File: src/verilog/tofms_defines.svh
// Constants for the time-of-flight operating-mode select block
`ifndef TOFMS_DEFINES_SVH
`define TOFMS_DEFINES_SVH
`define TOFMS_OFS_PH1 8'h02
`define TOFMS_OFS_PH2 8'h05
`define TOFMS_OFS_MOD 8'h12
`define TOFMS_OFS_RDM 8'h15
`define TOFMS_RST_PH1 8'h34
`define TOFMS_RST_PH2 8'h3d
`define TOFMS_RST_MOD 8'h30
`define TOFMS_RST_RDM 8'h23
`define TOFMS_MOD_4PH 8'h30
`define TOFMS_MOD_2PH 8'h10
`define TOFMS_RDM_RAW_BIT 6
`define TOFMS_CODE_SAT 12'h7ff
`define TOFMS_CODE_OVF 12'h7fe
`define TOFMS_CODE_UNF 12'h800
`define TOFMS_PIX_FULL 7'h40
`define TOFMS_PIX_BIN 7'h10
`define TOFMS_GRP_PAIR 7'h02
`define TOFMS_GRP_ULN 7'h40
`define TOFMS_GRP_UFS 7'h04
`define TOFMS_GRP_UHD 7'h08
`define TOFMS_PH_4 3'h4
`define TOFMS_PH_2 3'h2
`define TOFMS_PH_1 3'h1
`define TOFMS_BYTES_3 2'h3
`define TOFMS_BYTES_2 2'h2
`define TOFMS_FIFO_W 8
`define TOFMS_FIFO_D 16
`endif

File: src/verilog/tofms_pkg.sv
// Types for the time-of-flight operating-mode select block
package tofms_pkg;
   typedef enum logic [2:0] {
      phase_imager_mode,
      low_noise_rangefinder_mode,
      fast_rangefinder_mode,
      high_dynamic_rangefinder_mode,
      gray_imager_mode,
      gray_binned_imager_mode
   } tofms_mode_t;
   typedef enum logic {tofms_idle, tofms_acquire} tofms_state_t;
endpackage

File: src/verilog/tofms_fifo.sv
// Output byte FIFO with registered read stage
`timescale 1ns/10ps
module tofms_fifo #(
   parameter int W = 8,
   parameter int D = 16
) (
   input wire logic clock_i, // System clock
   input wire logic rstn_i, // Async reset, low
   input wire logic in_valid_i, // Write request
   output logic in_ready_o, // Space available
   input wire logic [W-1:0] in_data_i, // Write data
   output logic out_valid_o, // Read data valid
   input wire logic out_ready_i, // Reader takes data
   output logic [W-1:0] out_data_o // Read data
);
   localparam int AW = $clog2(D);
   logic [W-1:0] mem_r [D];
   logic [W-1:0] mem_nxt [D];
   logic [AW-1:0] wp_r, wp_nxt, rp_r, rp_nxt;
   logic [AW:0] cnt_r, cnt_nxt;
   logic ov_r, ov_nxt;
   logic [W-1:0] od_r, od_nxt;
   logic wr, rd;

   always_comb begin
      wr = in_valid_i && (cnt_r != D[AW:0]);
      rd = (cnt_r != '0) && (!ov_r || out_ready_i);
      wp_nxt = wr ? wp_r + 1'b1 : wp_r;
      rp_nxt = rd ? rp_r + 1'b1 : rp_r;
      cnt_nxt = cnt_r + {{AW{1'b0}}, wr} - {{AW{1'b0}}, rd};
      ov_nxt = rd ? 1'b1 : (out_ready_i ? 1'b0 : ov_r);
      od_nxt = rd ? mem_r[rp_r] : od_r;
   end

   genvar i;
   generate
      for (i = 0; i < D; i++) begin : g_mem
         always_comb begin
            mem_nxt[i] = (wr && wp_r == AW'(i)) ? in_data_i : mem_r[i];
         end
         always_ff @(posedge clock_i or negedge rstn_i) begin
            if (!rstn_i) begin
               mem_r[i] <= '0;
            end else begin
               mem_r[i] <= mem_nxt[i];
            end
         end
      end
   endgenerate

   always_ff @(posedge clock_i or negedge rstn_i) begin
      if (!rstn_i) begin
         wp_r <= '0;
         rp_r <= '0;
         cnt_r <= '0;
         ov_r <= 1'b0;
         od_r <= '0;
      end else begin
         wp_r <= wp_nxt;
         rp_r <= rp_nxt;
         cnt_r <= cnt_nxt;
         ov_r <= ov_nxt;
         od_r <= od_nxt;
      end
   end

   assign in_ready_o = (cnt_r != D[AW:0]);
   assign out_valid_o = ov_r;
   assign out_data_o = od_r;
endmodule // tofms_fifo

File: src/verilog/tofms_top.sv
// Operating-mode select, summing and readout packing for the 8x8 ToF array
`timescale 1ns/10ps
`include "tofms_defines.svh"
module tofms_top (
   input wire logic clock_i, // 125 MHz system clock
   input wire logic rstn_i, // Async reset, low
   input wire logic reg_wr_i, // Register write strobe
   input wire logic reg_rd_i, // Register read strobe
   input wire logic [7:0] reg_addr_i, // Register offset
   input wire logic [7:0] reg_wdata_i, // Register write data
   output logic [7:0] reg_rdata_o, // Register read data
   input wire logic [2:0] mode_i, // Operating mode select
   input wire logic exposure_trigger_i, // Start acquisition pulse
   input wire logic pix_valid_i, // Pixel sample valid
   output logic pix_ready_o, // Pixel sample accepted
   input wire logic [11:0] pix_data_i, // Signed pixel sample
   input wire logic pix_sat_i, // Pixel saturated
   input wire logic pix_ovf_i, // Converter overflow
   input wire logic pix_unf_i, // Converter underflow
   output logic busy_o, // Acquisition running
   output logic frame_done_o, // Phase frame complete pulse
   output logic out_valid_o, // Output byte valid
   input wire logic out_ready_i, // Output byte taken
   output logic [7:0] out_data_o // Output byte
);
   tofms_pkg::tofms_state_t st_r, st_nxt;
   tofms_pkg::tofms_mode_t mode_r, mode_nxt;
   logic [7:0] ph1_r, ph1_nxt, ph2_r, ph2_nxt, mod_r, mod_nxt, rdm_r, rdm_nxt;
   logic [7:0] rdata_r, rdata_nxt;
   logic [2:0] frames_r, frames_nxt;
   logic [6:0] smp_r, smp_nxt, grp_r, grp_nxt;
   logic [17:0] acc_r, acc_nxt;
   logic [11:0] flag_r, flag_nxt, first_r, first_nxt;
   logic flagged_r, flagged_nxt;
   logic [23:0] sh_r, sh_nxt;
   logic [1:0] bytes_r, bytes_nxt;
   logic ready_r, ready_nxt, busy_r, busy_nxt, done_r, done_nxt;
   logic take, fifo_ready, embed, pack, inval, last_grp;
   logic [6:0] grp_n, frame_n;
   logic [11:0] code, samp;
   logic [17:0] sum;

   // Register file
   always_comb begin
      ph1_nxt = ph1_r;
      ph2_nxt = ph2_r;
      mod_nxt = mod_r;
      rdm_nxt = rdm_r;
      rdata_nxt = rdata_r;
      if (reg_wr_i) begin
         case (reg_addr_i)
            `TOFMS_OFS_PH1: ph1_nxt = reg_wdata_i;
            `TOFMS_OFS_PH2: ph2_nxt = reg_wdata_i;
            `TOFMS_OFS_MOD: mod_nxt = reg_wdata_i;
            `TOFMS_OFS_RDM: rdm_nxt = reg_wdata_i;
            default: ;
         endcase
      end
      if (reg_rd_i) begin
         case (reg_addr_i)
            `TOFMS_OFS_PH1: rdata_nxt = ph1_r;
            `TOFMS_OFS_PH2: rdata_nxt = ph2_r;
            `TOFMS_OFS_MOD: rdata_nxt = mod_r;
            `TOFMS_OFS_RDM: rdata_nxt = rdm_r;
            default: rdata_nxt = 8'h00;
         endcase
      end
   end

   // Per-mode group size and frame length
   always_comb begin
      pack = 1'b0;
      grp_n = `TOFMS_GRP_PAIR;
      frame_n = `TOFMS_PIX_FULL;
      case (mode_r)
         tofms_pkg::phase_imager_mode: pack = 1'b1;
         tofms_pkg::gray_imager_mode: pack = 1'b1;
         tofms_pkg::gray_binned_imager_mode: begin
            pack = 1'b1;
            frame_n = `TOFMS_PIX_BIN;
         end
         tofms_pkg::low_noise_rangefinder_mode: grp_n = `TOFMS_GRP_ULN;
         tofms_pkg::fast_rangefinder_mode: begin
            grp_n = `TOFMS_GRP_UFS;
            frame_n = `TOFMS_PIX_BIN;
         end
         tofms_pkg::high_dynamic_rangefinder_mode: grp_n = `TOFMS_GRP_UHD;
         default: pack = 1'b1;
      endcase
   end

   // Invalid code substitution, saturation has priority
   always_comb begin
      embed = !rdm_r[`TOFMS_RDM_RAW_BIT];
      inval = embed && (pix_sat_i || pix_ovf_i || pix_unf_i);
      code = pix_sat_i ? `TOFMS_CODE_SAT : (pix_ovf_i ? `TOFMS_CODE_OVF : `TOFMS_CODE_UNF);
      samp = inval ? code : pix_data_i;
   end

   // Acquisition, summing and packing
   always_comb begin
      take = pix_valid_i && ready_r;
      st_nxt = st_r;
      mode_nxt = mode_r;
      frames_nxt = frames_r;
      smp_nxt = smp_r;
      grp_nxt = grp_r;
      acc_nxt = acc_r;
      flag_nxt = flag_r;
      flagged_nxt = flagged_r;
      first_nxt = first_r;
      sh_nxt = sh_r;
      bytes_nxt = bytes_r;
      done_nxt = 1'b0;
      last_grp = (grp_r == grp_n - 7'h01);
      sum = ((grp_r == 7'h00) ? 18'h00000 : acc_r) + {{6{pix_data_i[11]}}, pix_data_i};
      if (bytes_r != 2'h0 && fifo_ready) begin
         sh_nxt = {sh_r[15:0], 8'h00};
         bytes_nxt = bytes_r - 2'h1;
      end
      case (st_r)
         tofms_pkg::tofms_idle: begin
            if (exposure_trigger_i) begin
               st_nxt = tofms_pkg::tofms_acquire;
               mode_nxt = tofms_pkg::tofms_mode_t'(mode_i);
               smp_nxt = 7'h00;
               grp_nxt = 7'h00;
               if (mod_r == `TOFMS_MOD_4PH) begin
                  frames_nxt = `TOFMS_PH_4;
               end else if (mod_r == `TOFMS_MOD_2PH) begin
                  frames_nxt = `TOFMS_PH_2;
               end else begin
                  frames_nxt = `TOFMS_PH_1;
               end
            end
         end
         tofms_pkg::tofms_acquire: begin
            if (take) begin
               grp_nxt = last_grp ? 7'h00 : grp_r + 7'h01;
               if (pack) begin
                  if (grp_r == 7'h00) begin
                     first_nxt = samp;
                  end else begin
                     // Even high, mixed nibbles, odd high
                     sh_nxt = {first_r[11:4], first_r[3:0], samp[3:0], samp[11:4]};
                     bytes_nxt = `TOFMS_BYTES_3;
                  end
               end else begin
                  acc_nxt = sum;
                  // First flagged pixel of a sum names the code
                  flagged_nxt = (grp_r == 7'h00) ? inval : (flagged_r || inval);
                  flag_nxt = (grp_r == 7'h00 || !flagged_r) ? code : flag_r;
                  if (last_grp) begin
                     if (flagged_nxt) begin
                        sh_nxt = {{12{flag_nxt[11]}}, flag_nxt};
                        sh_nxt = {sh_nxt[15:0], 8'h00};
                     end else begin
                        sh_nxt = {sum[15:0], 8'h00};
                     end
                     bytes_nxt = `TOFMS_BYTES_2;
                     if (mode_r == tofms_pkg::low_noise_rangefinder_mode) begin
                        sh_nxt = flagged_nxt ? {{12{flag_nxt[11]}}, flag_nxt}
                                             : {{6{sum[17]}}, sum};
                        bytes_nxt = `TOFMS_BYTES_3;
                     end
                  end
               end
               if (smp_r == frame_n - 7'h01) begin
                  smp_nxt = 7'h00;
                  done_nxt = 1'b1;
                  frames_nxt = frames_r - 3'h1;
                  if (frames_r == `TOFMS_PH_1) begin
                     st_nxt = tofms_pkg::tofms_idle;
                  end
               end else begin
                  smp_nxt = smp_r + 7'h01;
               end
            end
         end
         default: st_nxt = tofms_pkg::tofms_idle;
      endcase
      // Hold input off while a result still drains into the FIFO
      ready_nxt = (st_nxt == tofms_pkg::tofms_acquire) && (bytes_nxt == 2'h0);
      busy_nxt = (st_nxt == tofms_pkg::tofms_acquire);
   end

   always_ff @(posedge clock_i or negedge rstn_i) begin
      if (!rstn_i) begin
         ph1_r <= `TOFMS_RST_PH1;
         ph2_r <= `TOFMS_RST_PH2;
         mod_r <= `TOFMS_RST_MOD;
         rdm_r <= `TOFMS_RST_RDM;
         rdata_r <= 8'h00;
         st_r <= tofms_pkg::tofms_idle;
         mode_r <= tofms_pkg::phase_imager_mode;
         frames_r <= 3'h0;
         smp_r <= 7'h00;
         grp_r <= 7'h00;
         acc_r <= 18'h00000;
         flag_r <= 12'h000;
         flagged_r <= 1'b0;
         first_r <= 12'h000;
         sh_r <= 24'h000000;
         bytes_r <= 2'h0;
         ready_r <= 1'b0;
         busy_r <= 1'b0;
         done_r <= 1'b0;
      end else begin
         ph1_r <= ph1_nxt;
         ph2_r <= ph2_nxt;
         mod_r <= mod_nxt;
         rdm_r <= rdm_nxt;
         rdata_r <= rdata_nxt;
         st_r <= st_nxt;
         mode_r <= mode_nxt;
         frames_r <= frames_nxt;
         smp_r <= smp_nxt;
         grp_r <= grp_nxt;
         acc_r <= acc_nxt;
         flag_r <= flag_nxt;
         flagged_r <= flagged_nxt;
         first_r <= first_nxt;
         sh_r <= sh_nxt;
         bytes_r <= bytes_nxt;
         ready_r <= ready_nxt;
         busy_r <= busy_nxt;
         done_r <= done_nxt;
      end
   end

   tofms_fifo #(
      .W(`TOFMS_FIFO_W),
      .D(`TOFMS_FIFO_D)
   ) u_fifo (
      .clock_i(clock_i),
      .rstn_i(rstn_i),
      .in_valid_i(bytes_r != 2'h0),
      .in_ready_o(fifo_ready),
      .in_data_i(sh_r[23:16]),
      .out_valid_o(out_valid_o),
      .out_ready_i(out_ready_i),
      .out_data_o(out_data_o)
   );

   assign reg_rdata_o = rdata_r;
   assign pix_ready_o = ready_r;
   assign busy_o = busy_r;
   assign frame_done_o = done_r;
endmodule // tofms_top
File: config.mk
export PLATFORM = sky130hd
export DESIGN_NAME = tofms_top
export DESIGN_NICKNAME = d
export VERILOG_FILES = /design/src/verilog/tofms_pkg.sv /design/src/verilog/tofms_fifo.sv /design/src/verilog/tofms_top.sv
export VERILOG_INCLUDE_DIRS = /design/src /design/src/verilog
export SDC_FILE = /design/constraint.sdc
export NUM_CORES = 1
export LEC_CHECK = 0
export BUFFER_PORTS_ARGS = -buffer_cell sky130_fd_sc_hd__clkbuf_2
export CAP_MARGIN = 20
export CORE_UTILIZATION = 47
export DETAILED_ROUTE_END_ITERATION = 10
export PLACE_DENSITY = 0.65
export SLEW_MARGIN = 20
export SYNTH_ARGS = -nofsm -noshare
export SYNTH_HDL_FRONTEND = slang
export SYNTH_SLANG_ARGS = --single-unit
File: constraint.sdc
create_clock -name clock_i -period 5.5 [get_ports clock_i]
set_input_delay 0.825 -clock clock_i [delete_from_list [all_inputs] [get_ports clock_i]]
set_output_delay 0.825 -clock clock_i [all_outputs]
set_load 0.01 [all_outputs]
==> results of run 1 <==
==> metal layers <==
| metal | GRT usage, % | wire (µm) |
|---|---|---|
| met1 | 30.5 | 14900 |
| met2 | 35.6 | 16000 |
| met3 | 3.03 | 1460 |
| met4 | 7.79 | 1060 |
| met5 | 0 | 0 |
==> cells by family (layout without fill, tap and decap cells) <==
logic type               count (synthesis)  count (layout)  share of synthesized area (%)
buffers and inverters                   98             165                           2.61
AND/OR/NAND/NOR                        272             272                           8.81
XOR/XNOR                                38              38                           2.42
AO/OA/AOI/OAI                          248             248                           11.9
multiplexers                           238             238                           21.7
other                                    0               1                              0
adder cells (fa/ha/maj)                 37              37                           3.33
flip-flops                             282             282                           49.3
==> final cells by class <==
cell class	instances	area, µm²	area share [%]
well taps	390	488	3.04
multi-input cells	833	6900	42.9
diodes	1	2.50	0.0156
clock inverters	8	169	1.05
inverters	40	150	0.935
repair buffers	71	393	2.45
flip-flops and latches	282	7070	44.0
clock buffers	46	892	5.55
==> Yosys cell counts (14+ instances only) <==
cell type    n
dfrtp_1    269
mux2_2     179
nand2_1    112
nor2_1      68
o21ai_0     67
a21oi_1     46
clkbuf_1    45
mux4_2      40
inv_1       39
ha_1        35
xnor2_1     28
a21o_1      23
mux2i_1     19
and2_1      18
o22ai_1     18
nand3_1     14
==> report_power, final <==
group,switching [mW],internal [mW]
Sequential,0.492,2.76
Clock,0.824,1.34
Combinational,1.72,1.56
Total,3.04,5.66
==> layout by cell type (no fill, tap or decap), types with 7 or more instances in the layout <==
master	count
nand2_1	112
nor2b_1	8
nand3_1	14
mux2i_1	19
inv_1	39
buf_4	11
a221oi_1	13
a21oi_1	46
a31oi_1	7
o22ai_1	18
o21ai_0	67
dfstp_2	13
clkbuf_16	31
xnor2_1	28
clkbuf_1	9
a21o_1	23
and2_1	18
mux2_2	179
nor2_1	68
xor2_1	8
nand4_1	7
and3_1	8
ha_1	35
clkbuf_2	59
mux4_2	40
nor3_1	9
a22o_1	10
dfrtp_1	268
==> worst paths after layout <==
kind / cells past startpoint / from / slack [ns] / to
worst max-delay path: 14 / grp_r[0] / 0.95 / sh_r[23]
worst min-delay path: 1 / rstn_i / 0.30 / u_fifo.mem_r[116]
worst max register to register: 14 / grp_r[0] / 0.95 / sh_r[23]
worst min register to register: 2 / acc_r[3] / 0.47 / acc_r[3]
max in group asynchronous: 2 / rstn_i / 3.96 / flag_r[4]
min in group clock_i: 2 / acc_r[3] / 0.47 / acc_r[3]
==> registers in the layout, summed over array words and instances, names as in the netlist, 2 cells and up <==
register           count
acc_r                 18
bytes_r                2
first_r               12
flag_r                12
frames_r               3
grp_r                  7
mod_r                  8
mode_r                 3
ph1_r                  8
ph2_r                  8
rdm_r                  8
reg_rdata_o            8
sh_r                  24
smp_r                  7
u_fifo.cnt_r           5
u_fifo.mem_r         128
u_fifo.out_data_o      8
u_fifo.rp_r            4
u_fifo.wp_r            4
==> metrics by stage <==
stage	utilization, %	total power [mW]	setup slack, ns
floorplan	-	5.68	1.18
detailed placement	50.4	6.56	0.965
global placement	50.4	6.47	1.06
global route	53.9	9.25	0.698
finish	53.9	8.70	0.954
CTS	53.9	8.76	0.957
==> impl_metrics.py, run 1 <==
metrics = {
    "floorplanning": {
        "die_h_um": 177,
        "initial_core_util_pct": 48.1,
        "rows": 63,
        "die-width_um": 177,
        "core_area_um2": 29800,
        "dieArea_um2": 31200,
        "ioPinCount": 61,
    },
    "detailed_routing": {
        "routed_via_density": 5.86,
        "wl_per_cell_um": 19.9,
        "drc": 0,
        "firstDrtPassIters": 5,
        "first_iter_violations": 661,
        "num_vias": 9792,
        "drt_wl_total_um": 33300,
        "ant_nets": 0,
    },
    "setup_path": {
        "cp_num_buf_inv": 1,
        "cp.arrival_ns": 4.99,
        "cp_cell_sequence": "inv_1, ha_1, or4b_4, or2_2, and2_1, ha_1, and2_4, a221oi_1, a2111o_1, a21oi_4, a311oi_2, xor2_2, a221o_1, a221o_1",
        "required_ns": 5.94,
        "critPathLaunchType": "flip-flop",
        "worst_path_max_delay_cell": "or2_2",
        "slowest_delay_ns": 0.54,
        "critPathMaxFanout": 31,
        "crit_type": "reg -> reg",
        "crit_path_end_kind": "flip-flop",
        "critPathTopFamily": "compound AO/OA/AOI/OAI gates",
    },
    "clocking": {
        "ctsHoldBuffers": 0,
        "path_clk_slew_ns": 0.06,
        "cts_tree": "done",
        "cts_resized": 0,
        "clkLatencyLatePin_ns": 0.56,
        "clock-sinks": 282,
        "numCtsBuffers": 31,
        "clockRootBuffer": "clkbuf_16",
        "h-tree-depth": 1,
        "cts_setup_buffers": 0,
        "clockBufferDepth": 3,
    },
    "logic_synthesis": {
        "synthTopCellsByArea": "dfrtp_1, mux2_2, mux4_2",
        "async_flop_share_pct": 100,
        "ys_seq_area_share_pct": 49.3,
        "ys.warnings.count": 0,
        "synth-seq-cells": 282,
        "synth_nets": 1291,
        "avgSynthCellArea_um2": 11.8,
        "yosysTopAreaCell": "dfrtp_1",
        "netlist_instances": 1213,
        "synth_top_area_share_pct": 46.9,
        "synth-edff-count": 0,
        "yosysUniqueCellTypes": 76,
        "synthFlopType": "dfrtp_1",
        "syn_area_um2": 14300,
    },
    "pwr": {
        "p_leak_nw": 7.54,
        "powerDensity_nw_per_um2": 541,
        "ir_drop_uv": 257,
    },
    "placed_design": {
        "gp_congestion": 0.855,
        "dp.cells": 1616,
        "hpwl_um": 22700,
        "io_buffers": 60,
        "placed_cell_area_um2": 15000,
    },
    "timing": {
        "fin_setup_tns_ns": 0,
        "finalHoldViolations": 0,
        "finalCriticalPeriod_ns": 4.55,
        "hold_ws_ns": 0.304,
        "fmax_ghz": 0.220,
        "worstMarginPinSlew_ns": 0.971,
        "max_slew_margin_pct": 35.1,
        "finalSetupViolations": 0,
        "slew_viol_final": 0,
        "post-route-period-util_pct": 82.7,
        "rsz0062_at_grt": "no",
        "clock_skew_ns": 0.0186,
    },
    "final_layout": {
        "areaGrowthSynthToFinish_pct": 12.0,
        "final_layout_size_suffix_gt1_share_pct": 28.9,
        "fillers": 2572,
        "layout.cells.non_filler": 1671,
        "fin_area_um2": 16100,
        "nets": 1337,
    },
    "global_routing": {
        "antenna_found_initial": 1,
        "gr-total-overflow": 0,
        "grt_max_degree": 110,
        "grt_util_all_layers_pct": 22.1,
        "grt_pass1_wl_um": 54300,
        "grt_pass1_vias": 9998,
    },
    "run": {
        "maxCapViolations": 0,
    },
    "min_path": {
        "hold_path.class": "in -> async",
    },
    "run_status": {
        "status": "finished clean",
    },
}
(Power assumes the default switching activity.)
==> run 2, diff against run 1 <==
--- a/config.mk
+++ b/config.mk
@@ -6,11 +6,12 @@
 export SDC_FILE = /design/constraint.sdc
 export NUM_CORES = 1
 export LEC_CHECK = 0
+export ABC_AREA = 1
 export BUFFER_PORTS_ARGS = -buffer_cell sky130_fd_sc_hd__clkbuf_2
 export CAP_MARGIN = 20
 export CORE_UTILIZATION = 47
 export DETAILED_ROUTE_END_ITERATION = 10
-export PLACE_DENSITY = 0.65
+export PLACE_DENSITY = 0.64
 export SLEW_MARGIN = 20
 export SYNTH_ARGS = -nofsm -noshare
 export SYNTH_HDL_FRONTEND = slang
==> constraint.sdc (replaced) <==
create_clock -name clock_i -period 4.75 [get_ports clock_i]
set_input_delay 0.7125 -clock clock_i [delete_from_list [all_inputs] [get_ports clock_i]]
set_output_delay 0.7125 -clock clock_i [all_outputs]
set_load 0.01 [all_outputs]
==> run 2 against run 1 <==
Net effect:
- the flow now finishes with violations (DRC)
- clock-buffer cell count is 8 higher
- largest power group unchanged
- highest routed layer unchanged
- wire length is 19% higher
- final cell count is 38% higher
- sequential share of layout area is 1.1 points lower
- total power is 28% higher
- final area is 2.5% higher
- register-to-register slack better by 0.41 ns
- global-route usage is 3.7 points higher
- worst setup slack better by 0.41 ns
- via count is 30% higher
- sequential power is 20% higher
- clock skew is 0.0013 ns higher
==> impl_metrics.py, run 2 <==
metrics = {
    "logic_synthesis": {
        "synthTopCellsByArea": "dfrtp_1, nand2_1, o21ai_0",
        "avgSynthCellArea_um2": 7.93,
        "netlist_instances": 1858,
        "yosysTopAreaCell": "dfrtp_1",
        "ys.warnings.count": 0,
        "ys_seq_area_share_pct": 48.0,
        "async_flop_share_pct": 100,
        "synth_nets": 1936,
        "synthFlopType": "dfrtp_1",
        "synth-edff-count": 0,
        "yosysMostFrequentCell": "nand2_1",
        "syn_area_um2": 14700,
        "yosysUniqueCellTypes": 56,
        "synth_top_area_share_pct": 45.7,
        "synthTopCellsByCount": "nand2_1, o21ai_0, dfrtp_1",
        "synth-seq-cells": 282,
    },
    "clocking": {
        "cts_tree": "done",
        "clock-sinks": 282,
        "ctsHoldBuffers": 0,
        "path_clk_slew_ns": 0.06,
        "clockRootBuffer": "clkbuf_16",
        "clockBufferDepth": 3,
        "h-tree-depth": 2,
        "cts_setup_buffers": 0,
        "numCtsBuffers": 34,
        "cts_resized": 0,
        "clkLatencyLatePin_ns": 0.52,
    },
    "floorplanning": {
        "die-width_um": 179,
        "rows": 64,
        "initial_core_util_pct": 47.9,
        "dieArea_um2": 32100,
        "ioPinCount": 61,
        "core_area_um2": 30700,
        "die_h_um": 179,
    },
    "setup_path": {
        "worst_path_max_delay_cell": "fa_1",
        "required_ns": 5.19,
        "cp.arrival_ns": 3.83,
        "worstSetupStartpoint": "grp_r[0]",
        "crit_type": "reg -> reg",
        "critPathMaxFanout": 13,
        "regToRegStartpoint": "grp_r[0]",
        "cp_num_buf_inv": 6,
        "critPathTopFamily": "simple AND/OR/NAND/NOR gates",
        "r2r_slack_ns": 1.36,
        "reg2reg_depth": 23,
        "cp_cell_sequence": "inv_1, ha_1, inv_1, nor3_1, nand2_1, nand2_1, inv_1, ha_1, inv_1, fa_1, inv_1, nand3_1, nand3_1, nand3_1, nand3_1, nand2_1, inv_1, nor2_1, nand2_1, nand3_1, nand2_1, nand3_1, a21boi_1",
        "critPathLaunchType": "flip-flop",
        "r2r-end": "sh_r[16]",
        "slowest_delay_ns": 0.41,
        "crit_path_end_kind": "flip-flop",
    },
    "placed_design": {
        "dp.cells": 2242,
        "pre_cts_slack_ns": 1.42,
        "gp_congestion": 0.915,
        "placed_cell_area_um2": 15300,
        "hpwl_um": 26400,
        "io_buffers": 60,
    },
    "timing": {
        "hold_ws_ns": 0.252,
        "max_slew_margin_pct": 26.3,
        "rsz0062_at_grt": "no",
        "fmax_ghz": 0.295,
        "finalWorstSetupSlack_ns": 1.36,
        "finalCriticalPeriod_ns": 3.39,
        "fin_setup_tns_ns": 0,
        "clock_skew_ns": 0.0198,
        "worstMarginPinSlew_ns": 1.11,
        "finalHoldViolations": 0,
        "slew_viol_final": 0,
        "post-route-period-util_pct": 71.4,
        "finalSetupViolations": 0,
    },
    "final_layout": {
        "final_cell_mix": "nand2_1, o21ai_0, dfrtp_1",
        "layout.cells.non_filler": 2302,
        "final_common_cell": "nand2_1",
        "largest_reg_flops": 128,
        "fin_util_pct": 53.5,
        "final_layout_size_suffix_gt1_share_pct": 8.97,
        "seqCellArea_um2": 7070,
        "fin_area_um2": 16500,
        "multi_input_area_um2": 6560,
        "areaGrowthSynthToFinish_pct": 11.7,
        "fillers": 2948,
        "nets": 1960,
        "top_regs": "u_fifo.mem_r: 128 flops, sh_r: 24 flops, acc_r: 18 flops",
        "diodes": 0,
        "top_register": "u_fifo.mem_r",
    },
    "run_status": {
        "violations": "DRC",
        "status": "complete, but fails checks",
    },
    "pwr": {
        "p_comb_share_pct": 41.2,
        "p_int_mw": 6.47,
        "clock_power_share_pct": 23.8,
        "p_sw_share_pct": 42.1,
        "ir_drop_uv": 351,
        "power_frac_seq_pct": 34.9,
        "powerDensity_nw_per_um2": 679,
        "finalPower_mw": 11.2,
        "p_leak_nw": 8.00,
        "p_sw_mw": 4.70,
    },
    "detailed_routing": {
        "drt_wl_total_um": 39600,
        "ant_nets": 0,
        "first_iter_violations": 1047,
        "drc": 2,
        "firstDrtPassIters": 8,
        "routed_via_density": 5.54,
        "num_vias": 12743,
        "wl_per_cell_um": 17.2,
    },
    "global_routing": {
        "gr-total-overflow": 0,
        "grt_pass1_wl_um": 64600,
        "antenna_found_initial": 0,
        "grt_util_all_layers_pct": 25.7,
        "grt_max_degree": 122,
        "grt_pass1_vias": 12101,
    },
    "min_path": {
        "hold_path.class": "in -> async",
    },
    "run": {
        "maxCapViolations": 0,
    },
}
-- run 2: cell types whose count changed in the layout (fill, tap and decap cells not counted), sizes merged, moves of 40 or more --
cell / change
inv: +149
mux2: -179
mux4: -40
nand2: +367
nand3: +67
nor2: +61
o21ai: +263
-- run 2: power by group through the flow --
stage / Sequential, mW / Clock, mW / Combinational [mW]
2_1_floorplan: 3.71 / 0 / 3.47
3_3_place_gp: 3.91 / 0 / 4.48
3_5_place_dp: 3.92 / 0 / 4.57
4_1_cts: 3.89 / 2.72 / 4.59
5_1_grt: 4.02 / 2.81 / 5.26
6_report: 3.90 / 2.66 / 4.61
-- run 2: per-layer routing --
layer	global-route usage [%]	up-vias	share of wire, %
met5	0	-	0
met2	40.9	402	45
met4	10.4	0	3.3
li1	-	6230	-
met3	4.13	83	6.1
met1	34.9	6028	45
-- run 2: worst max path at each step --
stage / endpoint / slack [ns] / cells after the start
6_report: sh_r[16] / 1.36 / 23
5_1_grt: sh_r[23] / 0.91 / 20
4_1_cts: sh_r[23] / 1.40 / 20
3_5_place_dp: sh_r[16] / 1.42 / 23
3_3_place_gp: sh_r[16] / 1.46 / 23
2_1_floorplan: sh_r[8] / 1.82 / 22
-- run 2: cell type report --
type,instances,share of cell area [%]
clock buffer,54,6.50
clock inverter,6,0.486
inverter,199,4.59
multi-input combinational,1291,39.8
sequential,282,43.0
tap,396,3.01
timing repair buffer,74,2.60
-- run 2: kinds of logic (layout without fill, tap and decap cells) --
logic type,after synthesis,count (layout),synth area share (%)
adder cells (fa/ha/maj),37,37,3.24
flip-flops,282,282,48.0
multiplexers,1,1,0.0679
buffers and inverters,285,333,7.55
XOR/XNOR,22,22,1.31
AND/OR/NAND/NOR,738,738,21.0
AO/OA/AOI/OAI,493,493,18.8
